==> config.mk <==
export PLATFORM = sky130hd
export DESIGN_NAME = clock_source_prescaler_x2
export DESIGN_NICKNAME = d
export VERILOG_FILES = /design/src/common/clock_source_prescaler_x2_pkg.sv /design/src/verilog/clock_source_prescaler_x2.sv
export VERILOG_INCLUDE_DIRS = /design/src /design/src/common
export SDC_FILE = /design/constraint.sdc
export NUM_CORES = 1
export LEC_CHECK = 0
export ABC_CLOCK_PERIOD_IN_PS = 2600
export BUFFER_PORTS_ARGS = -buffer_cell sky130_fd_sc_hd__buf_2
export CAP_MARGIN = 10
export CORE_MARGIN = 4
export CORE_UTILIZATION = 39
export DETAILED_ROUTE_END_ITERATION = 10
export HOLD_SLACK_MARGIN = 0.15
export SLEW_MARGIN = 10
export SYNTH_ARGS = -nofsm -noshare
export SYNTH_HDL_FRONTEND = slang
export SYNTH_SLANG_ARGS = --single-unit
export TNS_END_PERCENT = 50
==> constraint.sdc <==
create_clock -name clk -period 2.6 [get_ports clk]
set_input_delay 0.26 -clock clk [delete_from_list [all_inputs] [get_ports clk]]
set_output_delay 0.26 -clock clk [all_outputs]
set_load 0.03 [all_outputs]
==> src/common/clock_source_prescaler_x2_map.svh <==
// Register offsets, field positions, reset values and counts of the clock block.
// Overview of operation
// Source bit 1 crystal, 0 RC oscillator.
// Source bit resets to 1; byte access only.
// Reserved select bits read undefined; write zero.
// Reload all ones divides by two.
// Reload register eight bits, resets ones, byte-wide.
// Divide factor is 512 minus twice reload.
// Double speed bypasses prescaler, enables peripheral bits.
// Source switch is synchronised, never glitches.
// Peripheral bits ignored while double speed clear.
// Under double speed: bit 0 six, 1 twelve.
// Bit 6 selects watchdog rate.
// Bit 5 selects counter array rate.
// Bit 4 selects UART rate, modes 0, 2.
// Bits 2, 1 select timer 1, timer 0.
// New reload applies at next period boundary.
`ifndef CLOCK_SOURCE_PRESCALER_X2_MAP_SVH
`define CLOCK_SOURCE_PRESCALER_X2_MAP_SVH
`define CSP_ADDR_SRC_SEL 8'h85
`define CSP_ADDR_SPEED 8'h8f
`define CSP_ADDR_RELOAD 8'h97
`define CSP_RST_SRC_SEL 1'b1
`define CSP_RST_SPEED 8'h00
`define CSP_RST_RELOAD 8'hff
`define CSP_SPEED_MASK 8'h77
`define CSP_BIT_SRC 0
`define CSP_BIT_DOUBLE 0
`define CSP_BIT_TIMER0 1
`define CSP_BIT_TIMER1 2
`define CSP_BIT_UART 4
`define CSP_BIT_COUNTER 5
`define CSP_BIT_WDOG 6
`define CSP_DIV_BASE 10'd512
`define CSP_CYCLE_FAST 4'd5
`define CSP_CYCLE_LAST 4'd11
`define CSP_SYNC_TICKS 2'd2
`endif

==> src/common/clock_source_prescaler_x2_pkg.sv <==
// Types shared by the clock selection and prescaler block.
package clock_source_prescaler_x2_pkg;
  typedef enum logic [1:0] {
    SW_RUN,
    SW_DRAIN,
    SW_SYNC
  } switch_state_t;
endpackage

==> src/verilog/clock_source_prescaler_x2.sv <==
// Oscillator selection, prescaler and double-speed rate enables.
`timescale 1ns/1ns
`include "clock_source_prescaler_x2_map.svh"
module clock_source_prescaler_x2 (
  input wire logic clk,
  input wire logic rst,
  input wire logic [7:0] sfr_addr,
  input wire logic sfr_wr,
  input wire logic sfr_rd,
  input wire logic [7:0] sfr_wdata,
  output logic [7:0] sfr_rdata,
  input wire logic xtal_tick,
  input wire logic rc_tick,
  input wire logic [1:0] uart_mode,
  output logic oscillator_output,
  output logic osc_source_sel,
  output logic ck_tick,
  output logic cpu_cycle,
  output logic wdog_tick,
  output logic counter_array_tick,
  output logic uart_tick,
  output logic timer1_tick,
  output logic timer0_tick
);

  // Divide factor from a reload value; used by the prescaler and its reload-change cover.
  function automatic logic [9:0] div_factor(input logic [7:0] m);
    div_factor = `CSP_DIV_BASE - {1'b0, m, 1'b0};
  endfunction

  logic sel_reg, sel_next;
  logic [7:0] speed_reg, speed_next;
  logic [7:0] reload_reg, reload_next;
  logic [7:0] rdata_reg, rdata_next;
  logic act_reg, act_next;
  clock_source_prescaler_x2_pkg::switch_state_t sw_reg, sw_next;
  logic [1:0] sync_reg, sync_next;
  logic [9:0] div_reg, div_next;
  logic [9:0] cnt_reg, cnt_next;
  logic [3:0] phase_reg, phase_next;
  logic double_speed, act_tick, new_tick, fast_pt, slow_pt;

  // Register file; every write replaces the whole byte, there is no bit access.
  always_comb begin
    sel_next = sel_reg;
    speed_next = speed_reg;
    reload_next = reload_reg;
    rdata_next = rdata_reg;
    if (sfr_wr) begin
      unique case (sfr_addr)
        `CSP_ADDR_SRC_SEL: sel_next = sfr_wdata[`CSP_BIT_SRC];
        `CSP_ADDR_SPEED: speed_next = sfr_wdata & `CSP_SPEED_MASK;
        `CSP_ADDR_RELOAD: reload_next = sfr_wdata;
        default: ;
      endcase
    end
    // Reserved bits of the select register read as zero here.
    if (sfr_rd) begin
      unique case (sfr_addr)
        `CSP_ADDR_SRC_SEL: rdata_next = {7'h00, sel_reg};
        `CSP_ADDR_SPEED: rdata_next = speed_reg;
        `CSP_ADDR_RELOAD: rdata_next = reload_reg;
        default: rdata_next = 8'h00;
      endcase
    end
  end

  always_ff @(posedge clk or posedge rst) begin
    if (rst) begin
      sel_reg <= `CSP_RST_SRC_SEL;
      speed_reg <= `CSP_RST_SPEED;
      reload_reg <= `CSP_RST_RELOAD;
      rdata_reg <= 8'h00;
    end else begin
      sel_reg <= sel_next;
      speed_reg <= speed_next;
      reload_reg <= reload_next;
      rdata_reg <= rdata_next;
    end
  end

  assign double_speed = speed_reg[`CSP_BIT_DOUBLE];
  assign sfr_rdata = rdata_reg;
  assign osc_source_sel = act_reg;

  // Source mux. A switch first lets the old oscillator finish its period,
  // then waits for two ticks of the new one, so no runt pulse escapes.
  assign act_tick = act_reg ? xtal_tick : rc_tick;
  assign new_tick = sel_reg ? xtal_tick : rc_tick;
  assign oscillator_output =
    (sw_reg == clock_source_prescaler_x2_pkg::SW_RUN) && act_tick;

  always_comb begin
    sw_next = sw_reg;
    act_next = act_reg;
    sync_next = sync_reg;
    unique case (sw_reg)
      clock_source_prescaler_x2_pkg::SW_RUN: begin
        if (sel_reg != act_reg) begin
          sw_next = clock_source_prescaler_x2_pkg::SW_DRAIN;
        end
      end
      clock_source_prescaler_x2_pkg::SW_DRAIN: begin
        if (act_tick) begin
          sw_next = clock_source_prescaler_x2_pkg::SW_SYNC;
          sync_next = 2'd0;
        end
      end
      clock_source_prescaler_x2_pkg::SW_SYNC: begin
        if (new_tick) begin
          sync_next = sync_reg + 2'd1;
          if (sync_reg + 2'd1 == `CSP_SYNC_TICKS) begin
            act_next = sel_reg;
            sw_next = clock_source_prescaler_x2_pkg::SW_RUN;
          end
        end
      end
    endcase
  end

  always_ff @(posedge clk or posedge rst) begin
    if (rst) begin
      sw_reg <= clock_source_prescaler_x2_pkg::SW_RUN;
      act_reg <= `CSP_RST_SRC_SEL;
      sync_reg <= 2'd0;
    end else begin
      sw_reg <= sw_next;
      act_reg <= act_next;
      sync_reg <= sync_next;
    end
  end

  // Prescaler. The divide factor is only refreshed when a period ends, so a
  // reload write never shortens the period in flight.
  assign ck_tick = double_speed ? oscillator_output
    : (oscillator_output && cnt_reg == div_reg - 10'd1);

  always_comb begin
    cnt_next = cnt_reg;
    div_next = div_reg;
    if (oscillator_output) begin
      if (cnt_reg == div_reg - 10'd1) begin
        cnt_next = 10'd0;
        div_next = div_factor(reload_reg);
      end else begin
        cnt_next = cnt_reg + 10'd1;
      end
    end
  end

  always_ff @(posedge clk or posedge rst) begin
    if (rst) begin
      cnt_reg <= 10'd0;
      div_reg <= 10'd2;
    end else begin
      cnt_reg <= cnt_next;
      div_reg <= div_next;
    end
  end

  // Cycle phase: six prescaled ticks for the standard rate, twelve for slow.
  always_comb begin
    phase_next = phase_reg;
    if (ck_tick) begin
      phase_next = (phase_reg == `CSP_CYCLE_LAST) ? 4'd0 : phase_reg + 4'd1;
    end
  end

  always_ff @(posedge clk or posedge rst) begin
    if (rst) begin
      phase_reg <= 4'd0;
    end else begin
      phase_reg <= phase_next;
    end
  end

  assign fast_pt = ck_tick && (phase_reg == `CSP_CYCLE_FAST ||
    phase_reg == `CSP_CYCLE_LAST);
  assign slow_pt = ck_tick && phase_reg == `CSP_CYCLE_LAST;
  assign cpu_cycle = fast_pt;

  // A peripheral bit only matters under double speed; else standard rate.
  // Every input is an argument, so a continuous assignment that calls this
  // is woken by each pulse and not only by a change of the speed bit.
  function automatic logic rate_pt(input logic dbl, input logic bit_set,
    input logic fast, input logic slow);
    rate_pt = (dbl && bit_set) ? slow : fast;
  endfunction

  assign wdog_tick = rate_pt(double_speed, speed_reg[`CSP_BIT_WDOG],
    fast_pt, slow_pt);
  assign counter_array_tick = rate_pt(double_speed,
    speed_reg[`CSP_BIT_COUNTER], fast_pt, slow_pt);
  // Only synchronous modes 0 and 2 follow the UART speed bit.
  assign uart_tick = uart_mode[0] ? fast_pt
    : rate_pt(double_speed, speed_reg[`CSP_BIT_UART],
      fast_pt, slow_pt);
  assign timer1_tick = rate_pt(double_speed, speed_reg[`CSP_BIT_TIMER1],
    fast_pt, slow_pt);
  assign timer0_tick = rate_pt(double_speed, speed_reg[`CSP_BIT_TIMER0],
    fast_pt, slow_pt);

  chk_src_after_reset: assert property (@(posedge clk)
    $fell(rst) |-> act_reg && sel_reg)
    else $error("Source is not crystal after reset.");
  chk_src_mux_route: assert property (@(posedge clk) disable iff (rst)
    sw_reg == clock_source_prescaler_x2_pkg::SW_RUN && sel_reg == act_reg
    |-> oscillator_output == (sel_reg ? xtal_tick : rc_tick))
    else $error("Oscillator output from wrong source.");
  chk_rsv_read_zero: assert property (@(posedge clk) disable iff (rst)
    sfr_rd && sfr_addr == `CSP_ADDR_SRC_SEL |=> sfr_rdata[7:1] == 7'h00)
    else $error("Reserved select bits read nonzero.");
  chk_reload_write: assert property (@(posedge clk) disable iff (rst)
    sfr_wr && sfr_addr == `CSP_ADDR_RELOAD |=> reload_reg == $past(sfr_wdata))
    else $error("Reload write not stored.");
  chk_div_factor: assert property (@(posedge clk) disable iff (rst)
    !double_speed && oscillator_output && cnt_reg == div_reg - 10'd1
    |=> div_reg == `CSP_DIV_BASE - {1'b0, $past(reload_reg), 1'b0}
      && cnt_reg == 10'd0)
    else $error("Prescaler period not 512 minus twice reload.");
  chk_reload_boundary: assert property (@(posedge clk) disable iff (rst)
    !(oscillator_output && cnt_reg == div_reg - 10'd1) |=> $stable(div_reg))
    else $error("Divide factor changed mid period.");
  chk_x2_bypass: assert property (@(posedge clk) disable iff (rst)
    double_speed |-> ck_tick == oscillator_output)
    else $error("Double speed did not bypass prescaler.");
  chk_switch_quiet: assert property (@(posedge clk) disable iff (rst)
    sw_reg != clock_source_prescaler_x2_pkg::SW_RUN |-> !oscillator_output)
    else $error("Clock passed during source switch.");
  chk_std_rate: assert property (@(posedge clk) disable iff (rst)
    !double_speed |-> wdog_tick == cpu_cycle && timer0_tick == cpu_cycle)
    else $error("Peripheral rate differs in standard mode.");
  chk_slow_rate: assert property (@(posedge clk) disable iff (rst)
    double_speed && speed_reg[`CSP_BIT_WDOG] && wdog_tick
    |-> phase_reg == `CSP_CYCLE_LAST)
    else $error("Twelve-period rate ticked early.");

  cov_source_switch: cover property (@(posedge clk) disable iff (rst)
    sw_reg == clock_source_prescaler_x2_pkg::SW_SYNC ##1
    sw_reg == clock_source_prescaler_x2_pkg::SW_RUN);
  cov_reload_change: cover property (@(posedge clk) disable iff (rst)
    ck_tick && !double_speed && div_reg != div_factor(reload_reg));
  cov_slow_timer: cover property (@(posedge clk) disable iff (rst)
    double_speed && speed_reg[`CSP_BIT_TIMER1] && timer1_tick);

endmodule

==> out/results.ini, run 1 <==
[route]
via_count = 2085
remaining_drc_errors = 0
antenna_left = 0
firstDrtPassIters = 4
wl_met1_mm = 2.86
finalWirelength_mm = 5.85
route.met3.wl_um = 202
wire_per_inst_um = 14.2
drt_iter0_drc = 97
top_layer = met4
dr_wl_met2_mm = 2.68
viasPerCell = 5.07

[final_layout]
largest_reg_flops = 10
fill_cells = 650
area_growth_pct = 20.8
drive_gt1_frac = 0.375
fin_util = 0.493
fin_nets = 347
post-route-cell-area_um2 = 3420
insertedDiodeCount = 0

[sta]
maxSlewHeadroom = 0.715
clock_skew_ns = 0.00885
timing.fmax_ghz = 0.381
layout_worst_path_cycle_share = 1.01
setup_viol = 6
setup_slack_ns = -0.0226
hold_violations = 0
period_minus_slack_ns = 2.62
slew_violations = 0
tightest_slew_ns = 0.427
rsz0062_at_grt = true

[global_route]
antenna_found_initial = 0
grt_max_degree = 34
grt-ovfl-total = 0
grt_pass1_vias = 2041
grt_pass1_wl_mm = 9.80
track_usage = 0.142

[die]
dieHeight_um = 93.3
io_pins = 41
rows = 30
core_area_um2 = 6940
fp.dieW_um = 93.3
die_area_um2 = 8700
initial_core_util = 0.408

[clock_tree]
cts_tree = built
clock_latency_ns = 0.31
numCtsBuffers = 5
cts.reportedPaths.clkPinSlew_ns = 0.10
cts-root-buf = clkbuf_8
cts_htree_levels = 2
clock_sink_count = 51
clk_path_buf_depth = 2

[run]
drv_cap = 0

[logic_synthesis]
syn_area_um2 = 2840
synth-seq-cells = 51
yosysWarnings = 0
netlist-cell-type-count = 48
postSynthCellCount = 260
synth_top_cell_by_area = dfrtp_1
async_flop_share = 1.00
yosysTopAreaCellShare = 0.353
netlist_top_cells_area = dfrtp_1, dfstp_2, mux2_2
synth-edff-count = 0
synth_area_per_cell_um2 = 10.9
seq_area_frac_synth = 0.455
ys.flop_type = dfrtp_1
syn-num-nets = 293

[worst_setup_path]
startpoint_type = register
path_class = reg -> out
arrival_ns = 2.36
r2r_slack_ns = 0.12
critical_path_required_ns = 2.34
crit_fanout = 8
crit_path_end_kind = output port

[status]
violations = setup timing
status = complete, but fails checks

[place]
port_buffers = 39
place_area_um2 = 3170
pre_cts_ws_ns = 0.139
hpwl_mm = 4.19
routabilityCongestion = 0.774

[power_and_ir_drop]
p_total_mw = 2.47
power.leakage_nw = 1.61
power.density_nw_per_um2 = 723
peakVddDrop_v = 0.000394

[min_path]
holdCritPathClass = in -> reg

layout make-up:
class	count	area, um^2	share of cell area
sequential	51	1290	0.378
multi-input combinational	190	1530	0.445
clock buffer	5	68.8	0.0201
inverter	13	48.8	0.0142
clock inverter	3	20.0	0.00585
tap	96	120	0.0351
timing repair buffer	53	347	0.101
Yosys cell counts, types with 2 or more instances:
library cell  count
dfrtp_1          40
nand2_1          19
a21oi_1          18
mux2_2           17
inv_1            13
xor2_1           13
nor2_1           12
xnor2_1          12
dfstp_2          11
ha_1              9
mux2_4            9
nor2b_1           7
nor3_1            7
a22oi_1           6
o21ai_0           6
nand3_1           5
a21o_1            4
a22o_1            4
and3_1            4
mux2i_1           4
nand4_1           4
a31oi_1           3
clkbuf_1          3
o21ai_1           3
and4_1            2
nand3b_1          2
nor3b_1           2
worst paths after layout:
| kind | to | startpoint | depth (start not counted) |
|---|---|---|---|
| worst max-delay path | timer0_tick | div_reg[1]$_DFFE_PP1P_ | 9 |
| max in group asynchronous | reload_reg[2]$_DFFE_PP1P_ | rst | 4 |
| worst max register to register | phase_reg[0]$_DFFE_PP0P_ | div_reg[1]$_DFFE_PP1P_ | 10 |
| min in group asynchronous | sw_reg[1]$_DFFE_PP0P_ | rst | 3 |
| worst min register to register | sync_reg[0]$_DFFE_PP0P_ | sync_reg[0]$_DFFE_PP0P_ | 1 |
| worst min-delay path | reload_reg[3]$_DFFE_PP1P_ | sfr_wdata[3] | 2 |
where the power goes:
part / switching [mW] / leakage, nW / total (mW) / internal [mW]
Clock: 0.276 / 0.0402 / 0.464 / 0.188
Sequential: 0.151 / 0.637 / 1.09 / 0.938
Combinational: 0.442 / 0.929 / 0.922 / 0.480
metal layers:
metal / global-route usage / vias to the layer above
met5: 0 / -
met4: 0.0562 / 0
met3: 0.0322 / 7
met2: 0.216 / 36
met1: 0.196 / 1007
li1: - / 1035
critical path: stages (launching register included):
cell       delay [ns]
dfstp_2          0.55
inv_2            0.05
ha_4             0.25
xor2_1           0.13
and4_1           0.22
o2111ai_2        0.09
and4b_2          0.35
o21ai_4          0.12
a21oi_2          0.16
buf_6            0.15
cell families after synthesis:
family	share of synthesized area
and+or+nand+nor	0.139
AOI/OAI and AO/OA	0.118
DFF	0.455
muxes	0.133
xor gates and xnor gates	0.0852
buffers and inverters	0.0291
adders and majority gates	0.0397
stage by stage:
step	instances	hold WS (ns)	TNS, ns
4_1_cts	408	0.168	-0.230
3_5_place_dp	396	0.277	0
5_1_grt	411	0.171	-1.01
6_report	411	0.175	-0.0768
3_3_place_gp	396	0.272	0
2_1_floorplan	260	0.411	0
cell usage in the layout (no fill, tap or decap), drive strengths merged, types with 2 or more instances in the layout:
master,instances
buf,52
dfstp,11
a22oi,6
and3,4
dfrtp,40
a22o,4
nor4,2
nor2,12
nand3b,2
mux2i,4
ha,9
clkinvlp,2
nor3,8
a31oi,3
nor2b,7
xor2,13
and4,2
clkbuf,5
nand4,4
inv,13
a21o,4
mux2,27
nor3b,2
nand2,20
xnor2,12
o21ai,10
a21oi,18
nand3,5
timing repair:
item                                   4_1_cts  5_1_grt
gates resized for setup                     21       11
endpoints found under the hold margin       17        0
pin swaps                                    2        2
gates cloned                                 0        0
buffers inserted                             3        3
hold buffers                                 1        0
setup endpoints to repair                    7        7
Power figures use the tool's default switching activity.
==> inputs of run 2 (changes only) <==
--- a/config.mk
+++ b/config.mk
@@ -9,10 +9,13 @@
 export ABC_CLOCK_PERIOD_IN_PS = 2600
 export BUFFER_PORTS_ARGS = -buffer_cell sky130_fd_sc_hd__buf_2
 export CAP_MARGIN = 10
+export CELL_PAD_IN_SITES_DETAIL_PLACEMENT = 1
+export CELL_PAD_IN_SITES_GLOBAL_PLACEMENT = 2
 export CORE_MARGIN = 4
-export CORE_UTILIZATION = 39
+export CORE_UTILIZATION = 37
 export DETAILED_ROUTE_END_ITERATION = 10
 export HOLD_SLACK_MARGIN = 0.15
+export PLACE_DENSITY_LB_ADDON = 0.1
 export SLEW_MARGIN = 10
 export SYNTH_ARGS = -nofsm -noshare
 export SYNTH_HDL_FRONTEND = slang
==> out/results.ini, run 2 (same netlist as run 1, synthesis figures left out) <==
[status]
status = complete, but fails checks
violations = setup timing

[worst_setup_path]
r2r_end = phase_reg[2]$_DFFE_PP0P_
rr_worst_depth = 11
startpoint_type = register
r2r_slack_ns = 0.01
cp_slowest_cell = dfstp_2
crit_fanout = 5
crit_path_end_kind = output port
arrival_ns = 2.43
crit_chain = inv_2, ha_4, xor2_1, and4_1, o2111ai_1, and4b_2, o21ai_4, a21oi_2, buf_6
path_class = reg -> out
r2r_start = div_reg[1]$_DFFE_PP1P_
critical_path_required_ns = 2.34
max_stage_delay_ns = 0.55

[place]
hpwl_mm = 4.84
place_inst = 399
port_buffers = 39
routabilityCongestion = 0.717
place_area_um2 = 3170
pre_cts_ws_ns = 0.0984

[global_route]
grt-ovfl-total = 0
grt_pass1_vias = 2309
antenna_found_initial = 0
grt_max_degree = 52
track_usage = 0.160
grt_pass1_wl_mm = 11.4

[sta]
timing.fmax_ghz = 0.372
setup_tns_ns = -0.380
hold_violations = 0
slew_violations = 0
clock_skew_ns = 0.00745
maxSlewHeadroom = 0.553
setup_slack_ns = -0.0881
tightest_slew_ns = 0.671
layout_worst_path_cycle_share = 1.03
period_minus_slack_ns = 2.69
rsz0062_at_grt = true
setup_viol = 7

[clock_tree]
clock_sink_count = 51
numCtsBuffers = 5
cts.reportedPaths.clkPinSlew_ns = 0.09
cts_htree_levels = 2
cts_tree = built
cts-root-buf = clkbuf_8
clk_path_buf_depth = 2
clock_latency_ns = 0.30

[final_layout]
post-route-cell-area_um2 = 3480
fill_cells = 829
insertedDiodeCount = 0
drive_gt1_frac = 0.365
final_common_cell = dfrtp_1
largest_reg_flops = 10
fin_nets = 350
area_growth_pct = 22.9
post_layout_nonfiller_instances = 417
final_cell_mix = dfrtp_1, buf_2, nand2_1, mux2_2, buf_4

[power_and_ir_drop]
power.density_nw_per_um2 = 753
p_total_mw = 2.62
power.leakage_nw = 1.63
peakVddDrop_v = 0.000339

[run]
drv_cap = 0

[route]
viasPerCell = 5.13
antenna_left = 0
drt_iter0_drc = 48
via_count = 2140
remaining_drc_errors = 0
firstDrtPassIters = 4
wire_per_inst_um = 16.1
finalWirelength_mm = 6.70

[min_path]
holdPathStages = 2
whs_endpoint = reload_reg[3]$_DFFE_PP1P_
holdCritPathClass = in -> reg
hp-start = sfr_wdata[3]

[die]
rows = 31
die_area_um2 = 9130
dieHeight_um = 95.5
fp.dieW_um = 95.5
io_pins = 41
core_area_um2 = 7330
initial_core_util = 0.387

run 2: cell count changes in the layout (fill, tap and decap cells not counted), sizes merged:
cell      previous run  this run
bufinv               0         1
buf                 52        54
o21ai               10        11
clkinvlp             2         0
clkbuf               5         6
inv                 13        14
clkinv               1         0
run 2: final cells by class:
cell class	count	area, um^2	share of cell area
multi-input cells	191	1530	0.440
inverters	13	48.8	0.0140
clock buffers	6	82.6	0.0237
repair buffers	55	365	0.105
flip-flops and latches	51	1290	0.371
well taps	99	124	0.0355
clock inverters	2	38.8	0.0111
run 2: layer usage:
layer | vias to the layer above | GRT usage | share of wire
li1 | 1044 | - | -
met1 | 1059 | 0.218 | 0.48
met2 | 30 | 0.261 | 0.48
met3 | 7 | 0.0300 | 0.029
met4 | 0 | 0.0427 | 0.011
met5 | - | 0 | 0
run 2: stage by stage:
stage / hold WS (ns) / util
after floorplan: 0.411 / -
after global placement: 0.469 / 0.433
after detailed placement: 0.489 / 0.433
after CTS: 0.175 / 0.469
after global routing: 0.173 / 0.475
final: 0.185 / 0.475
run 2: power breakdown:
group          switching, mW  leakage (nW)  internal, mW  total (mW)
Clock                  0.275        0.0618         0.317       0.591
Combinational          0.460         0.925         0.478       0.937
Sequential             0.156         0.641         0.938        1.09
run 2: how the worst max path moves through the flow:
stage,from,slack [ns],to,cells after the start
2_1_floorplan,div_reg[1]$_DFFE_PP1P_,0.08,counter_array_tick,9
3_3_place_gp,div_reg[1]$_DFFE_PP1P_,0.11,wdog_tick,9
3_5_place_dp,div_reg[1]$_DFFE_PP1P_,0.1,wdog_tick,9
4_1_cts,div_reg[1]$_DFFE_PP1P_,-0.1,wdog_tick,9
5_1_grt,div_reg[1]$_DFFE_PP1P_,-0.19,wdog_tick,9
6_report,div_reg[1]$_DFFE_PP1P_,-0.09,wdog_tick,9
run 2: repair_timing:
action,4_1_cts,5_1_grt
gates cloned,1,0
setup buffers,4,4
endpoints found under the setup margin,7,16
endpoints found under the hold margin,16,0
resized for setup,26,4
hold buffers,1,0
pin swaps,3,5
run 2: worst max-delay path: cells and delay by family (launching register included):
kind	cells	cell delay, ns
and+or+nand+nor	2	0.61
DFF	1	0.55
AOI/OAI and AO/OA	3	0.38
adders and majority gates	1	0.25
buffers and inverters	2	0.20
xor gates and xnor gates	1	0.12
